File: config.mk
export PLATFORM = sky130hd
export DESIGN_NAME = zdc_regs
export DESIGN_NICKNAME = d
export VERILOG_FILES = /design/src/rtl/zdc_pkg.sv /design/src/rtl/zdc_regs.sv /design/src/rtl/zdc_stat_snap.sv /design/src/rtl/zdc_fb_mux.sv
export SDC_FILE = /design/constraint.sdc
export NUM_CORES = 1
export LEC_CHECK = 0
export ABC_AREA = 1
export BUFFER_PORTS_ARGS = -buffer_cell sky130_fd_sc_hd__buf_2
export CAP_MARGIN = 20
export CORE_MARGIN = 2
export CORE_UTILIZATION = 45
export CTS_CLUSTER_DIAMETER = 80
export DETAILED_ROUTE_END_ITERATION = 8
export MAX_ROUTING_LAYER = met4
export PLACE_DENSITY = 0.76
export SYNTH_ARGS = -nofsm -noshare
export SYNTH_HDL_FRONTEND = slang
export SYNTH_HIERARCHICAL = 1
export SYNTH_SLANG_ARGS = --single-unit
File: constraint.sdc
create_clock -name clk_sys -period 1.05 [get_ports clk_sys]
set_clock_uncertainty 0.1 [all_clocks]
set_input_delay 0.105 -clock clk_sys [delete_from_list [all_inputs] [get_ports clk_sys]]
set_output_delay 0.105 -clock clk_sys [all_outputs]
set_load 0.02 [all_outputs]
File: src/rtl/zdc_pkg.sv
// constants for the zero delay control and pll status register pair
package zdc_pkg;

  // ------------------------------------------------------------
  // register map
  // ------------------------------------------------------------
  localparam int ZDC_AW = 10;
  localparam int ZDC_DW = 8;
  localparam logic [ZDC_AW-1:0] ZDC_ZD_CTRL_ADDR = 10'h01e;
  localparam logic [ZDC_AW-1:0] ZDC_PLL_STAT_ADDR = 10'h01f;

  // ------------------------------------------------------------
  // zero delay control fields
  // ------------------------------------------------------------
  localparam int ZDC_ZD_EN_BIT = 1;
  localparam int ZDC_ZD_EXT_BIT = 2;
  localparam int ZDC_FB_SEL_LSB = 3;
  localparam int ZDC_FB_SEL_W = 2;
  localparam logic [ZDC_DW-1:0] ZDC_ZD_CTRL_RST = 8'h00;

  // ------------------------------------------------------------
  // feedback divider selector codes
  // ------------------------------------------------------------
  localparam logic [1:0] ZDC_FB_DIV0 = 2'h0;
  localparam logic [1:0] ZDC_FB_DIV1 = 2'h1;
  localparam logic [1:0] ZDC_FB_DIV2 = 2'h2;
  localparam logic [1:0] ZDC_FB_DIV3 = 2'h3;
  localparam int ZDC_NUM_DIV = 4;

  // ------------------------------------------------------------
  // pll status fields
  // ------------------------------------------------------------
  localparam int ZDC_ST_LOCK_BIT = 0;
  localparam int ZDC_ST_REF_ONE_HI_BIT = 1;
  localparam int ZDC_ST_REF_TWO_HI_BIT = 2;
  localparam int ZDC_ST_VCO_HI_BIT = 3;
  localparam int ZDC_ST_REF_TWO_SEL_BIT = 4;
  localparam int ZDC_ST_HOLDOVER_BIT = 5;
  localparam int ZDC_ST_CAL_DONE_BIT = 6;
  localparam int ZDC_ST_W = 7;
  localparam logic [ZDC_ST_W-1:0] ZDC_PLL_STAT_RST = 7'h00;

endpackage

File: src/rtl/zdc_regs.sv
// zero delay control and pll status register pair
module zdc_regs
  import zdc_pkg::*;
(
  // clock and reset
  input wire logic clk_sys,
  input wire logic rst_n,
  // register access from the serial control port
  input wire logic [ZDC_AW-1:0] reg_addr,
  input wire logic reg_wr,
  input wire logic reg_rd,
  input wire logic [ZDC_DW-1:0] reg_wdata,
  output logic [ZDC_DW-1:0] reg_rdata,
  output logic reg_rvalid,
  // synthesizer state
  input wire logic vco_cal_done,
  input wire logic holdover_active,
  input wire logic reference_input_two_sel,
  input wire logic vco_above_thresh,
  input wire logic ref_two_above_thresh,
  input wire logic ref_one_above_thresh,
  input wire logic pll_locked,
  input wire logic stat_update_hold,
  // channel dividers and zero delay path
  input wire logic [ZDC_NUM_DIV-1:0] chan_div_out,
  output logic ext_fb_out,
  output logic zd_int_on,
  output logic zd_ext_on
);

  // ------------------------------------------------------------
  // state
  // ------------------------------------------------------------
  typedef struct packed {
    logic zd_en;
    logic zd_ext;
    logic [ZDC_FB_SEL_W-1:0] fb_sel;
    logic [ZDC_DW-1:0] rdata;
    logic rvalid;
  } zdc_regs_st_t;

  zdc_regs_st_t st_q;
  zdc_regs_st_t st_d;
  logic [ZDC_ST_W-1:0] stat_live;
  logic [ZDC_ST_W-1:0] stat_snap;
  logic hit_ctrl;
  logic hit_stat;
  logic [ZDC_DW-1:0] ctrl_view;

  assign hit_ctrl = (reg_addr == ZDC_ZD_CTRL_ADDR);
  assign hit_stat = (reg_addr == ZDC_PLL_STAT_ADDR);

  // ------------------------------------------------------------
  // live status assembly
  // ------------------------------------------------------------
  always_comb begin
    stat_live = ZDC_PLL_STAT_RST;
    stat_live[ZDC_ST_CAL_DONE_BIT] = vco_cal_done;
    stat_live[ZDC_ST_HOLDOVER_BIT] = holdover_active;
    stat_live[ZDC_ST_REF_TWO_SEL_BIT] = reference_input_two_sel;
    stat_live[ZDC_ST_VCO_HI_BIT] = vco_above_thresh;
    stat_live[ZDC_ST_REF_TWO_HI_BIT] = ref_two_above_thresh;
    stat_live[ZDC_ST_REF_ONE_HI_BIT] = ref_one_above_thresh;
    stat_live[ZDC_ST_LOCK_BIT] = pll_locked;
  end

  zdc_stat_snap u_stat (
    .clk_sys(clk_sys),
    .rst_n(rst_n),
    .stat_live(stat_live),
    .stat_hold(stat_update_hold),
    .stat_snap(stat_snap)
  );

  // ------------------------------------------------------------
  // control readback image
  // ------------------------------------------------------------
  always_comb begin
    ctrl_view = ZDC_ZD_CTRL_RST;
    ctrl_view[ZDC_ZD_EN_BIT] = st_q.zd_en;
    ctrl_view[ZDC_ZD_EXT_BIT] = st_q.zd_ext;
    ctrl_view[ZDC_FB_SEL_LSB +: ZDC_FB_SEL_W] = st_q.fb_sel;
  end

  // ------------------------------------------------------------
  // register access
  // ------------------------------------------------------------
  always_comb begin
    st_d = st_q;
    st_d.rvalid = 1'b0;
    if (reg_wr && hit_ctrl) begin
      st_d.zd_en = reg_wdata[ZDC_ZD_EN_BIT];
      st_d.zd_ext = reg_wdata[ZDC_ZD_EXT_BIT];
      st_d.fb_sel = reg_wdata[ZDC_FB_SEL_LSB +: ZDC_FB_SEL_W];
    end
    // a write to the status address falls through untouched
    if (reg_rd) begin
      st_d.rvalid = 1'b1;
      if (hit_ctrl) begin
        st_d.rdata = ctrl_view;
      end else if (hit_stat) begin
        st_d.rdata = {1'b0, stat_snap};
      end else begin
        st_d.rdata = 8'h00;
      end
    end
  end

  always_ff @(posedge clk_sys or negedge rst_n) begin
    if (!rst_n) begin
      st_q <= '{zd_en: ZDC_ZD_CTRL_RST[ZDC_ZD_EN_BIT],
                zd_ext: ZDC_ZD_CTRL_RST[ZDC_ZD_EXT_BIT],
                fb_sel: ZDC_FB_DIV0,
                rdata: 8'h00,
                rvalid: 1'b0};
    end else begin
      st_q <= st_d;
    end
  end

  assign reg_rdata = st_q.rdata;
  assign reg_rvalid = st_q.rvalid;

  // ------------------------------------------------------------
  // feedback path
  // ------------------------------------------------------------
  zdc_fb_mux u_fb (
    .clk_sys(clk_sys),
    .rst_n(rst_n),
    .zd_en(st_q.zd_en),
    .zd_ext(st_q.zd_ext),
    .fb_sel(st_q.fb_sel),
    .chan_div_out(chan_div_out),
    .ext_fb_out(ext_fb_out),
    .zd_int_on(zd_int_on),
    .zd_ext_on(zd_ext_on)
  );
endmodule

File: src/rtl/zdc_stat_snap.sv
// status snapshot register with update hold
module zdc_stat_snap
  import zdc_pkg::*;
(
  // clock and reset
  input wire logic clk_sys,
  input wire logic rst_n,
  // live synthesizer state
  input wire logic [ZDC_ST_W-1:0] stat_live,
  input wire logic stat_hold,
  // held snapshot
  output logic [ZDC_ST_W-1:0] stat_snap
);

  typedef struct packed {
    logic [ZDC_ST_W-1:0] snap;
  } zdc_snap_st_t;

  zdc_snap_st_t st_q;
  zdc_snap_st_t st_d;

  always_comb begin
    st_d = st_q;
    if (!stat_hold) begin
      st_d.snap = stat_live;
    end
  end

  always_ff @(posedge clk_sys or negedge rst_n) begin
    if (!rst_n) begin
      st_q <= '{snap: ZDC_PLL_STAT_RST};
    end else begin
      st_q <= st_d;
    end
  end

  assign stat_snap = st_q.snap;
endmodule

File: src/rtl/zdc_fb_mux.sv
// zero delay feedback divider selection and mode decode
module zdc_fb_mux
  import zdc_pkg::*;
(
  // clock and reset
  input wire logic clk_sys,
  input wire logic rst_n,
  // control fields
  input wire logic zd_en,
  input wire logic zd_ext,
  input wire logic [ZDC_FB_SEL_W-1:0] fb_sel,
  // channel divider outputs
  input wire logic [ZDC_NUM_DIV-1:0] chan_div_out,
  // feedback path
  output logic ext_fb_out,
  output logic zd_int_on,
  output logic zd_ext_on
);

  typedef struct packed {
    logic fb;
    logic int_on;
    logic ext_on;
  } zdc_fb_st_t;

  zdc_fb_st_t st_q;
  zdc_fb_st_t st_d;
  logic [ZDC_NUM_DIV-1:0] pick;

  // one-hot divider pick per channel
  genvar gi;
  generate
    for (gi = 0; gi < ZDC_NUM_DIV; gi++) begin : g_pick
      assign pick[gi] = (fb_sel == ZDC_FB_SEL_W'(gi)) & chan_div_out[gi];
    end
  endgenerate

  always_comb begin
    st_d = st_q;
    st_d.fb = 1'b0;
    st_d.int_on = 1'b0;
    st_d.ext_on = 1'b0;
    if (zd_en) begin
      if (zd_ext) begin
        st_d.ext_on = 1'b1;
        st_d.fb = |pick;
      end else begin
        st_d.int_on = 1'b1;
      end
    end
  end

  always_ff @(posedge clk_sys or negedge rst_n) begin
    if (!rst_n) begin
      st_q <= '{fb: 1'b0, int_on: 1'b0, ext_on: 1'b0};
    end else begin
      st_q <= st_d;
    end
  end

  assign ext_fb_out = st_q.fb;
  assign zd_int_on = st_q.int_on;
  assign zd_ext_on = st_q.ext_on;

endmodule

Word-level counts from Yosys, hierarchy flattened. Index checks and enable logic that the tools add are counted.

Logic and storage cells: 28. Bits in registers: 22. Input bits: 34. Output and inout bits: 12.

Reductions and logical operators: 3. Multiplexer cells: 7. Eq/ne operators: 5. Bitwise operators: 4.

Operator list (number): equality test 10 x 5 -> 1 bit, second input constant (2); 2-to-1 mux 7 bit (2); bitwise AND 1 bit (4); equality test 2 bit, second input constant (2); 2-to-1 mux 1 bit (4); OR reduction 4 bit (1); 2-to-1 mux 3 bit (1); equality test 2 x 1 -> 1 bit, second input constant (1); logical NOT 2 bit (1); logical AND 1 bit (1).

Logic depth before layout (Yosys ltp). Gate-level depths: netlist of the first run.

Word-level depth: 5. Gate-level depth with buffers: 7. Depth with buffers taken out: 7.

Modules after synthesis. Netlist of the first run, hierarchy kept.

Modules (own cells, without submodules): zdc_regs (sequential area each 300.3 µm², area an instance 650.6 µm², instances 1, cells each 78); zdc_stat_snap (sequential area each 175.2 µm², area an instance 269.0 µm², instances 1, cells each 30); zdc_fb_mux (sequential area each 75.1 µm², area an instance 135.1 µm², instances 1, cells each 18).

Worst setup path before layout of the first run. No wires, ideal clock.

Path type: flip-flop to flip-flop. Start: register st_q (netlist bit ctrl_view[3]). End: register u_fb.st_q (netlist bit u_fb/ext_fb_out). Cell stages (with the launch flop): 5. Data arrival time: 0.656 ns. Library setup time: 0.116 ns. Data required time: 0.834 ns. Path slack: 0.178 ns. Period minus slack after synthesis: 0.872 ns. Buffers on the path: 0. Path through: dfrtp_1 -> nand3_1 -> nand2_1 -> nor2_1 -> nor2_1.

RTL lines: from (decl) (RTL line zdc_regs.sv:42) `zdc_regs_st_t st_q;`; from (signal assigned) (RTL line zdc_regs.sv:111) `st_q <= '{zd_en: ZDC_ZD_CTRL_RST[ZDC_ZD_EN_BIT],`; from (signal assigned) (RTL line zdc_regs.sv:117) `st_q <= st_d;`; to (signal assigned) (RTL line zdc_fb_mux.sv:55) `st_q <= '{fb: 1'b0, int_on: 1'b0, ext_on: 1'b0};`; to (signal assigned) (RTL line zdc_fb_mux.sv:57) `st_q <= st_d;`; to (decl) (RTL line zdc_fb_mux.sv:26) `zdc_fb_st_t st_q;`.

Worst setup path after layout of the first run.
Start: register st_q (netlist bit reg_rdata[5]). End: output reg_rdata[5].

RTL lines: to (decl) (RTL line zdc_regs.sv:13) `output logic [ZDC_DW-1:0] reg_rdata,`.

No word-level cell between the ends.

==> impl_results.md, run 1 <==
- Fraction of layout cells with a size suffix above 1: 34.0%
- Final total power: 1.75 mW
- Layout area overhead: 49.9%
- HPWL Detailed: 1.62 mm
- Vias: 1006
- IO buf count: 40
- Final setup violating endpoints: 3
- ANT nets after route: 0
- NumNets Final: 223
- Worst Hold Path Cells: 5
- Number of synthesized register bits: 22
- Final Max Tran Viols: 0
- CP top delay family: flip-flops
- CP max FO: 2
- Clock net sink count: 22
- Num ports: 46
- Critical path capture point type: output pin
- Crit path cell chain: buf_6
- Initial DRC Count: 23
- Max_cap viols: 0
- Critical path class: reg2out
- Fin worst setup slack: -0.00961 ns
- Mapped Cells: 126
- CP Data Required Time: 0.84 ns
- Initial antenna violation count: 0
- CTS Root Cell: clkbuf_4
- Leak: 0.880 nW
- Synth Cell Area: 1050 sq um
- Max frequency: 0.944 GHz
- Critical Path Stages: 1
- Flop2flop setup slack: 0.06 ns
- Post-synth EDFFs: 0
- Yosys Warn Count: 6
- H-Tree Depth: 1
- Net Count, Synth: 160
- PD cells: 1110 nW/um^2
- Asr flop ratio synth: 100%
- CTS Buf Count: 3
- Crit start category: flop
- Core box area: 2210 sq um
- Chip height: 52.4 microns
- DRC viols: 0
- Vias in the first global route: 1022
- Largest net degree at the start of global routing: 23
- Tot GR Track Use: 20.4%
- Avg Cell Area, Syn: 8.37 sq um
- Sink of the worst hold path: u_fb/ext_fb_out$_DFF_PN0_
- Slowest cell delay on critical path: 0.42 ns
- Most common cell after layout, fill and taps aside: nand2_1
- Worst path bufs/invs: 1
- Ant diodes: 0
- Multi-input gate area: 428 sq um
- Global-route wire length before repair: 3.99 mm
- Peak VDD IR: 0.949 mV
- Crit path DAT: 0.85 ns
- GP Congestion: 0.708
- RR Endpoint: u_fb/ext_fb_out$_DFF_PN0_
- Final hold slack: 0.0293 ns
- Reg-to-reg critical path startpoint: ctrl_view[3]$_DFFE_PN0P_
- Vias per cell: 4.66
- CTS tree: done
- Register-to-Register Path Depth: 4
- Most frequent cells in the layout: 53 x nand2_1, 29 x buf_2, 21 x dfrtp_1
- Endpoints failing hold: 0
- Worst-Skew Late Latency: 0.30 ns
- Wirelength, routed: 2.51 mm
- Crit-path slowest cell: dfrtp_1
- Initial Util: 47.7%
- Register area: 552 sq um
- Failing checks: negative setup slack
- Overflow after GRT: 0
- Fin crit period: 1.06 ns
- RSZ-0062 raised after global routing: yes
- Dpl ws: 0.0177 ns
- Final Util: 71.5%
- Fill count: 174
- Clock transition at path regs: 0.12 ns
- Die Wd: 52.4 microns
- Routed WL per cell: 11.6 microns
- HP Class: in2reg
- Worst hold start: chan_div_out[0]
- Post-route clock period utilization: 101%
- Top FF cell, synth: dfrtp_1
- DRT Pass-1 Iters: 4
- Die ar.: 2750 sq um
- Num rows: 17
- Post-synthesis sequential area ratio: 52.2%
- Longest Clk Path Bufs: 2
- Status: finished, violations left
- Synth unique cells: 20
==> through the flow <==
stage | setup TNS (ns) | instances | cell area [sq um]
after global placement | 0 | 191 | 1270
after detailed placement | 0 | 191 | 1270
final | -0.0129 | 216 | 1580
after CTS | -0.120 | 213 | 1540
after global routing | -0.352 | 216 | 1580
after floorplan | 0 | 126 | 1050
==> where the power goes <==
group | total, mW | switching [mW] | internal, mW
Sequential | 0.896 | 0.0201 | 0.876
Combinational | 0.221 | 0.116 | 0.106
Clock | 0.634 | 0.248 | 0.385
==> synthesized netlist by cell type (2+ instances only) <==
| library cell | count | share of area, % |
|---|---|---|
| nand2_1 | 53 | 19 |
| nand3_1 | 3 | 1.4 |
| dfrtp_1 | 22 | 52 |
| inv_1 | 12 | 4.3 |
| nand2_2 | 3 | 1.8 |
| nor2_4 | 2 | 2.1 |
| o21ai_1 | 6 | 2.8 |
| nand4_1 | 8 | 4.7 |
| inv_2 | 2 | 0.71 |
| nor2_1 | 5 | 1.8 |
==> routing by layer <==
metal | vias to the layer above | GRT usage (%) | wire (microns)
met2 | 40 | 36.7 | 1330
met4 | 0 | 10.7 | 82
li1 | 516 | - | -
met3 | 8 | 2.00 | 86
met5 | - | - | 0
met1 | 442 | 22.0 | 1010
==> sequential cells by signal, summed over array words and instances (netlist names) <==
signal	cells
reg_rdata	7
u_stat/stat_snap	7
ctrl_view	4
reg_rvalid	1
u_fb/ext_fb_out	1
u_fb/zd_ext_on	1
u_fb/zd_int_on	1
==> timing repair <==
| item | 4_1_cts | 5_1_grt |
|---|---|---|
| buffers inserted | 4 | 3 |
| resized for setup | 16 | 8 |
| endpoints found under the hold margin | 37 | 0 |
| setup endpoints to repair | 8 | 16 |
| hold buffers | 14 | 0 |
==> logic make-up after synthesis <==
group,after synthesis,synth area share (%)
buffers and inverters,17,7.24
other,1,0.356
AOI/OAI and AO/OA,7,3.32
DFF,22,52.2
and+or+nand+nor,79,36.9
==> cell type report <==
class	instances	share of cell area, %
Clock buffer	3	1.42
Clock inverter	1	1.90
Inverter	14	3.32
Multi-Input combinational cell	87	27.1
Sequential cell	22	34.9
Tap cell	28	2.22
Timing Repair Buffer	61	29.2
==> worst max-delay path by stage <==
stage | endpoint | start
2_1_floorplan | u_fb/ext_fb_out$_DFF_PN0_ | ctrl_view[3]$_DFFE_PN0P_
3_3_place_gp | ctrl_view[3]$_DFFE_PN0P_ | reg_addr[5]
3_5_place_dp | ctrl_view[2]$_DFFE_PN0P_ | reg_addr[5]
4_1_cts | reg_rdata[1] | reg_rdata[1]$_DFFE_PN0P_
5_1_grt | reg_rdata[5] | reg_rdata[5]$_DFFE_PN0P_
6_report | reg_rdata[5] | reg_rdata[5]$_DFFE_PN0P_
No activity file was read; power rests on OpenSTA's default activity.
==> run 2, diff against run 1 <==
--- a/config.mk
+++ b/config.mk
@@ -8,12 +8,14 @@
 export ABC_AREA = 1
 export BUFFER_PORTS_ARGS = -buffer_cell sky130_fd_sc_hd__buf_2
 export CAP_MARGIN = 20
+export CELL_PAD_IN_SITES_DETAIL_PLACEMENT = 1
+export CELL_PAD_IN_SITES_GLOBAL_PLACEMENT = 1
 export CORE_MARGIN = 2
-export CORE_UTILIZATION = 45
+export CORE_UTILIZATION = 32
 export CTS_CLUSTER_DIAMETER = 80
 export DETAILED_ROUTE_END_ITERATION = 8
 export MAX_ROUTING_LAYER = met4
-export PLACE_DENSITY = 0.76
+export PLACE_DENSITY_LB_ADDON = 0.1
 export SYNTH_ARGS = -nofsm -noshare
 export SYNTH_HDL_FRONTEND = slang
 export SYNTH_HIERARCHICAL = 1
==> impl_results.md, run 2 (same netlist as run 1, synthesis figures left out) <==
- Status: finished, violations left
- Failing checks: negative setup slack
- Num rows: 20
- Layout area overhead: 52.2%
- Worst-Skew Late Latency: 0.31 ns
- Initial DRC Count: 9
- Max frequency: 0.932 GHz
- Final total power: 1.59 mW
- Crit path cell chain: buf_6
- Max_cap viols: 0
- Placed inst area: 1290 sq um
- PD cells: 992 nW/um^2
- Leak: 0.884 nW
- Core box area: 3100 sq um
- Post-Layout Inst Area: 1610 sq um
- Most frequent cells in the layout: 52 x nand2_1, 29 x buf_2, 21 x dfrtp_1
- Worst path bufs/invs: 1
- GP Congestion: 0.757
- CP Data Required Time: 0.84 ns
- Ant diodes: 0
- CTS Root Cell: clkbuf_4
- Critical path class: reg2out
- Critical path capture point type: output pin
- Longest Clk Path Bufs: 2
- H-Tree Depth: 1
- Die Wd: 61.4 microns
- Global-route wire length before repair: 4.55 mm
- Register-to-Register Path Depth: 4
- Crit path DAT: 0.87 ns
- Overflow after GRT: 0
- Wirelength, routed: 2.74 mm
- CP max FO: 2
- Fill count: 407
- NumNets Final: 225
- Most common cell after layout, fill and taps aside: nand2_1
- HPWL Detailed: 1.90 mm
- Fin crit period: 1.07 ns
- Initial antenna violation count: 0
- DRT Pass-1 Iters: 4
- CTS tree: done
- Fraction of layout cells with a size suffix above 1: 34.7%
- CP top delay family: flip-flops
- Slowest cell delay on critical path: 0.42 ns
- Peak VDD IR: 0.515 mV
- Crit start category: flop
- Worst-margin pin slew: 0.507 ns
- ANT nets after route: 0
- Num ports: 46
- Max-slew headroom: 66.2%
- Vias: 1040
- Largest net degree at the start of global routing: 23
- Vias per cell: 4.44
- Fin worst setup slack: -0.0229 ns
- Initial Util: 34.0%
- Crit-path slowest cell: dfrtp_1
- Die ar.: 3770 sq um
- DRC viols: 0
- RSZ-0062 raised after global routing: yes
- IO buf count: 40
- Post-route clock period utilization: 102%
- Clock transition at path regs: 0.13 ns
- Critical Path Stages: 1
- Routed WL per cell: 11.7 microns
- HP Class: in2reg
- Worst Hold Path Cells: 3
- Final setup violating endpoints: 8
- Chip height: 61.4 microns
- Final Max Tran Viols: 0
- Endpoints failing hold: 0
- Tot GR Track Use: 17.0%
- Clock net sink count: 22
- Final Util: 51.7%
- Vias in the first global route: 1006
- CTS Buf Count: 3
[run 2: cell count changes in the layout (fill, tap and decap cells not counted), sizes merged]
| cell | before | now |
|---|---|---|
| clkbuf | 3 | 4 |
| buf | 47 | 48 |
| bufinv | 1 | 0 |
| dlygate4sd3 | 14 | 15 |
[run 2: repair_timing]
action | in CTS | in global routing
setup endpoints to repair | 11 | 17
buffers inserted | 4 | 4
hold buffers | 15 | 0
gates resized for setup | 22 | 3
cloned | 0 | 0
hold endpoints to repair | 39 | 0
[run 2: layout make-up]
| class | count | area [sq um] | share of cell area [%] |
|---|---|---|---|
| well taps | 44 | 55.1 | 3.43 |
| repair buffers | 63 | 479 | 29.9 |
| multi-input cells | 87 | 430 | 26.8 |
| clock buffers | 4 | 36.3 | 2.26 |
| inverters | 14 | 52.6 | 3.27 |
| flip-flops and latches | 22 | 552 | 34.4 |
[run 2: stage by stage]
stage	TNS, ns	instances	worst slack, ns	hold slack, ns
finish	-0.0760	234	-0.0229	0.0216
global placement	0	207	0.0283	-0.00210
floorplan	0	126	0.178	-0.291
global route	-0.420	234	-0.0509	0.0219
detailed placement	-0.0219	207	-0.0115	0.00893
CTS	-0.144	230	-0.0261	0.0219
[run 2: power breakdown]
part           internal [mW]  switching [mW]  leakage, nW
registers              0.876          0.0181        0.291
clock network          0.212           0.261       0.0210
logic                  0.108           0.118        0.572
total                   1.20           0.397        0.884
[run 2: worst paths after layout]
check                                                start  slack [ns]                              end
max                               reg_rdata[6]$_DFFE_PN0P_       -0.02                     reg_rdata[6]
min                                                 reg_wr        0.02         ctrl_view[3]$_DFFE_PN0P_
max reg2reg                       reg_rdata[1]$_DFFE_PN0P_        0.06         reg_rdata[1]$_DFFE_PN0P_
min reg2reg                u_stat/stat_snap[4]$_DFFE_PN0N_        0.40  u_stat/stat_snap[4]$_DFFE_PN0N_
max in group asynchronous                            rst_n        0.31         ctrl_view[4]$_DFFE_PN0P_
min in group asynchronous                            rst_n        0.17        u_fb/ext_fb_out$_DFF_PN0_
[run 2: layer usage]
metal	routed length, microns	global-route usage [%]	vias up	part of all wire, %
met5	0	-	-	0
met4	34	3.65	0	1.2
met3	137	2.73	4	5.0
met2	1420	30.4	34	52
met1	1150	20.0	482	42
li1	-	-	520	-
==> run 3, diff against run 2 <==
==> constraint.sdc (replaced) <==
create_clock -name clk_sys -period 1.1 [get_ports clk_sys]
set_clock_uncertainty 0.1 [all_clocks]
set_input_delay 0.11 -clock clk_sys [delete_from_list [all_inputs] [get_ports clk_sys]]
set_output_delay 0.11 -clock clk_sys [all_outputs]
set_load 0.02 [all_outputs]
==> impl_results.md, run 3 (same netlist as run 1, synthesis figures left out) <==
- Critical path class: reg2out
- Post-route clock period utilization: 98.2%
- ANT nets after route: 0
- Setup TNS: 0 ns
- CP top delay family: flip-flops
- Core box area: 3100 sq um
- Die Wd: 61.4 microns
- Longest Clk Path Bufs: 2
- Worst path bufs/invs: 1
- Vias: 1002
- Num rows: 20
- Final setup violating endpoints: 0
- Initial DRC Count: 18
- Clock transition at path regs: 0.13 ns
- Routed WL per cell: 11.6 microns
- DRT Pass-1 Iters: 4
- Peak VDD IR: 0.469 mV
- PD cells: 983 nW/um^2
- Crit path DAT: 0.87 ns
- NumNets Final: 221
- Leak: 0.860 nW
- Flop2flop setup slack: 0.14 ns
- Chip height: 61.4 microns
- Layout area overhead: 46.6%
- H-Tree Depth: 1
- Crit path cell chain: buf_6
- RSZ-0062 raised after global routing: yes
- Worst-Skew Late Latency: 0.30 ns
- Crit-path slowest cell: dfrtp_1
- Wirelength, routed: 2.66 mm
- Largest net degree at the start of global routing: 23
- Clock net sink count: 22
- Most common cell after layout, fill and taps aside: nand2_1
- Die ar.: 3770 sq um
- Endpoints failing hold: 0
- Crit start category: flop
- Vias per cell: 4.36
- Tot GR Track Use: 16.7%
- CTS tree: done
- Vias in the first global route: 993
- CTS Root Cell: clkbuf_4
- Post-Layout Inst Area: 1550 sq um
- Placed inst area: 1290 sq um
- Max_cap viols: 0
- CP Data Required Time: 0.89 ns
- CTS Buf Count: 3
- Fin crit period: 1.08 ns
- Initial Util: 34.0%
- Critical path capture point type: output pin
- Max frequency: 0.926 GHz
- HP Class: in2reg
- Num ports: 46
- Initial antenna violation count: 0
- GP Congestion: 0.757
- Fraction of layout cells with a size suffix above 1: 31.7%
- HPWL Detailed: 1.90 mm
- Final Max Tran Viols: 0
- Fill count: 400
- Final hold slack: 0.0376 ns
- IO buf count: 40
- Most frequent cells in the layout: 53 x nand2_1, 33 x buf_2, 22 x dfrtp_1
- CP max FO: 2
- Max-slew headroom: 66.5%
- Worst-margin pin slew: 0.503 ns
- Ant diodes: 0
- Overflow after GRT: 0
- Global-route wire length before repair: 4.46 mm
- Status: complete, no violations
- Slowest cell delay on critical path: 0.42 ns
- DRC viols: 0
## run 3: path summary, 6_finish.rpt
| kind | start | endpoint | cells past startpoint |
|---|---|---|---|
| worst max-delay path | reg_rdata[1]$_DFFE_PN0P_ | reg_rdata[1] | 1 |
| worst min-delay path | reg_wr | ctrl_view[1]$_DFFE_PN0P_ | 3 |
| worst max register to register | ctrl_view[4]$_DFFE_PN0P_ | u_fb/ext_fb_out$_DFF_PN0_ | 5 |
| worst min register to register | u_stat/stat_snap[4]$_DFFE_PN0N_ | u_stat/stat_snap[4]$_DFFE_PN0N_ | 2 |
| max in group asynchronous | rst_n | u_stat/stat_snap[4]$_DFFE_PN0N_ | 2 |
| min in group asynchronous | rst_n | reg_rdata[3]$_DFFE_PN0P_ | 2 |
## run 3: through the flow
step	worst slack, ns	power [mW]	util [%]	std cells
global placement	0.0731	1.03	41.5	207
detailed placement	0.0350	1.04	41.5	207
CTS	0.00227	1.54	47.5	226
global route	-0.0117	1.60	49.8	230
floorplan	0.228	0.953	-	126
finish	0.0200	1.52	49.8	230
## run 3: area by class of cell
type | instances | area (sq um) | share of cell area (%)
Sequential cell | 22 | 551 | 35.6
Multi-Input combinational cell | 87 | 428 | 27.7
Timing Repair Buffer | 59 | 424 | 27.4
Tap cell | 44 | 55.1 | 3.56
Inverter | 14 | 52.6 | 3.40
Clock buffer | 4 | 36.3 | 2.35
## run 3: where the power goes
group          switching (mW)  internal [mW]  total [mW]
clock network           0.252          0.202       0.454
registers              0.0184          0.836       0.854
logic                   0.111         0.0999       0.211
## run 3: per-layer routing
metal | up-vias | wire length [microns] | part of all wire (%) | global-route usage, %
li1 | 515 | - | - | -
met1 | 458 | 1190 | 45 | 21.2
met2 | 27 | 1340 | 50 | 27.4
met3 | 2 | 118 | 4.4 | 2.73
met4 | 0 | 15 | 0.56 | 5.47
met5 | - | 0 | 0 | -
## run 3: what timing repair did
| item | 4_1_cts | 5_1_grt |
|---|---|---|
| hold buffers | 15 | 0 |
| gates resized for setup | 0 | 14 |
| setup endpoints to repair | 0 | 8 |
| hold endpoints to repair | 39 | 0 |
| buffers inserted | 0 | 4 |
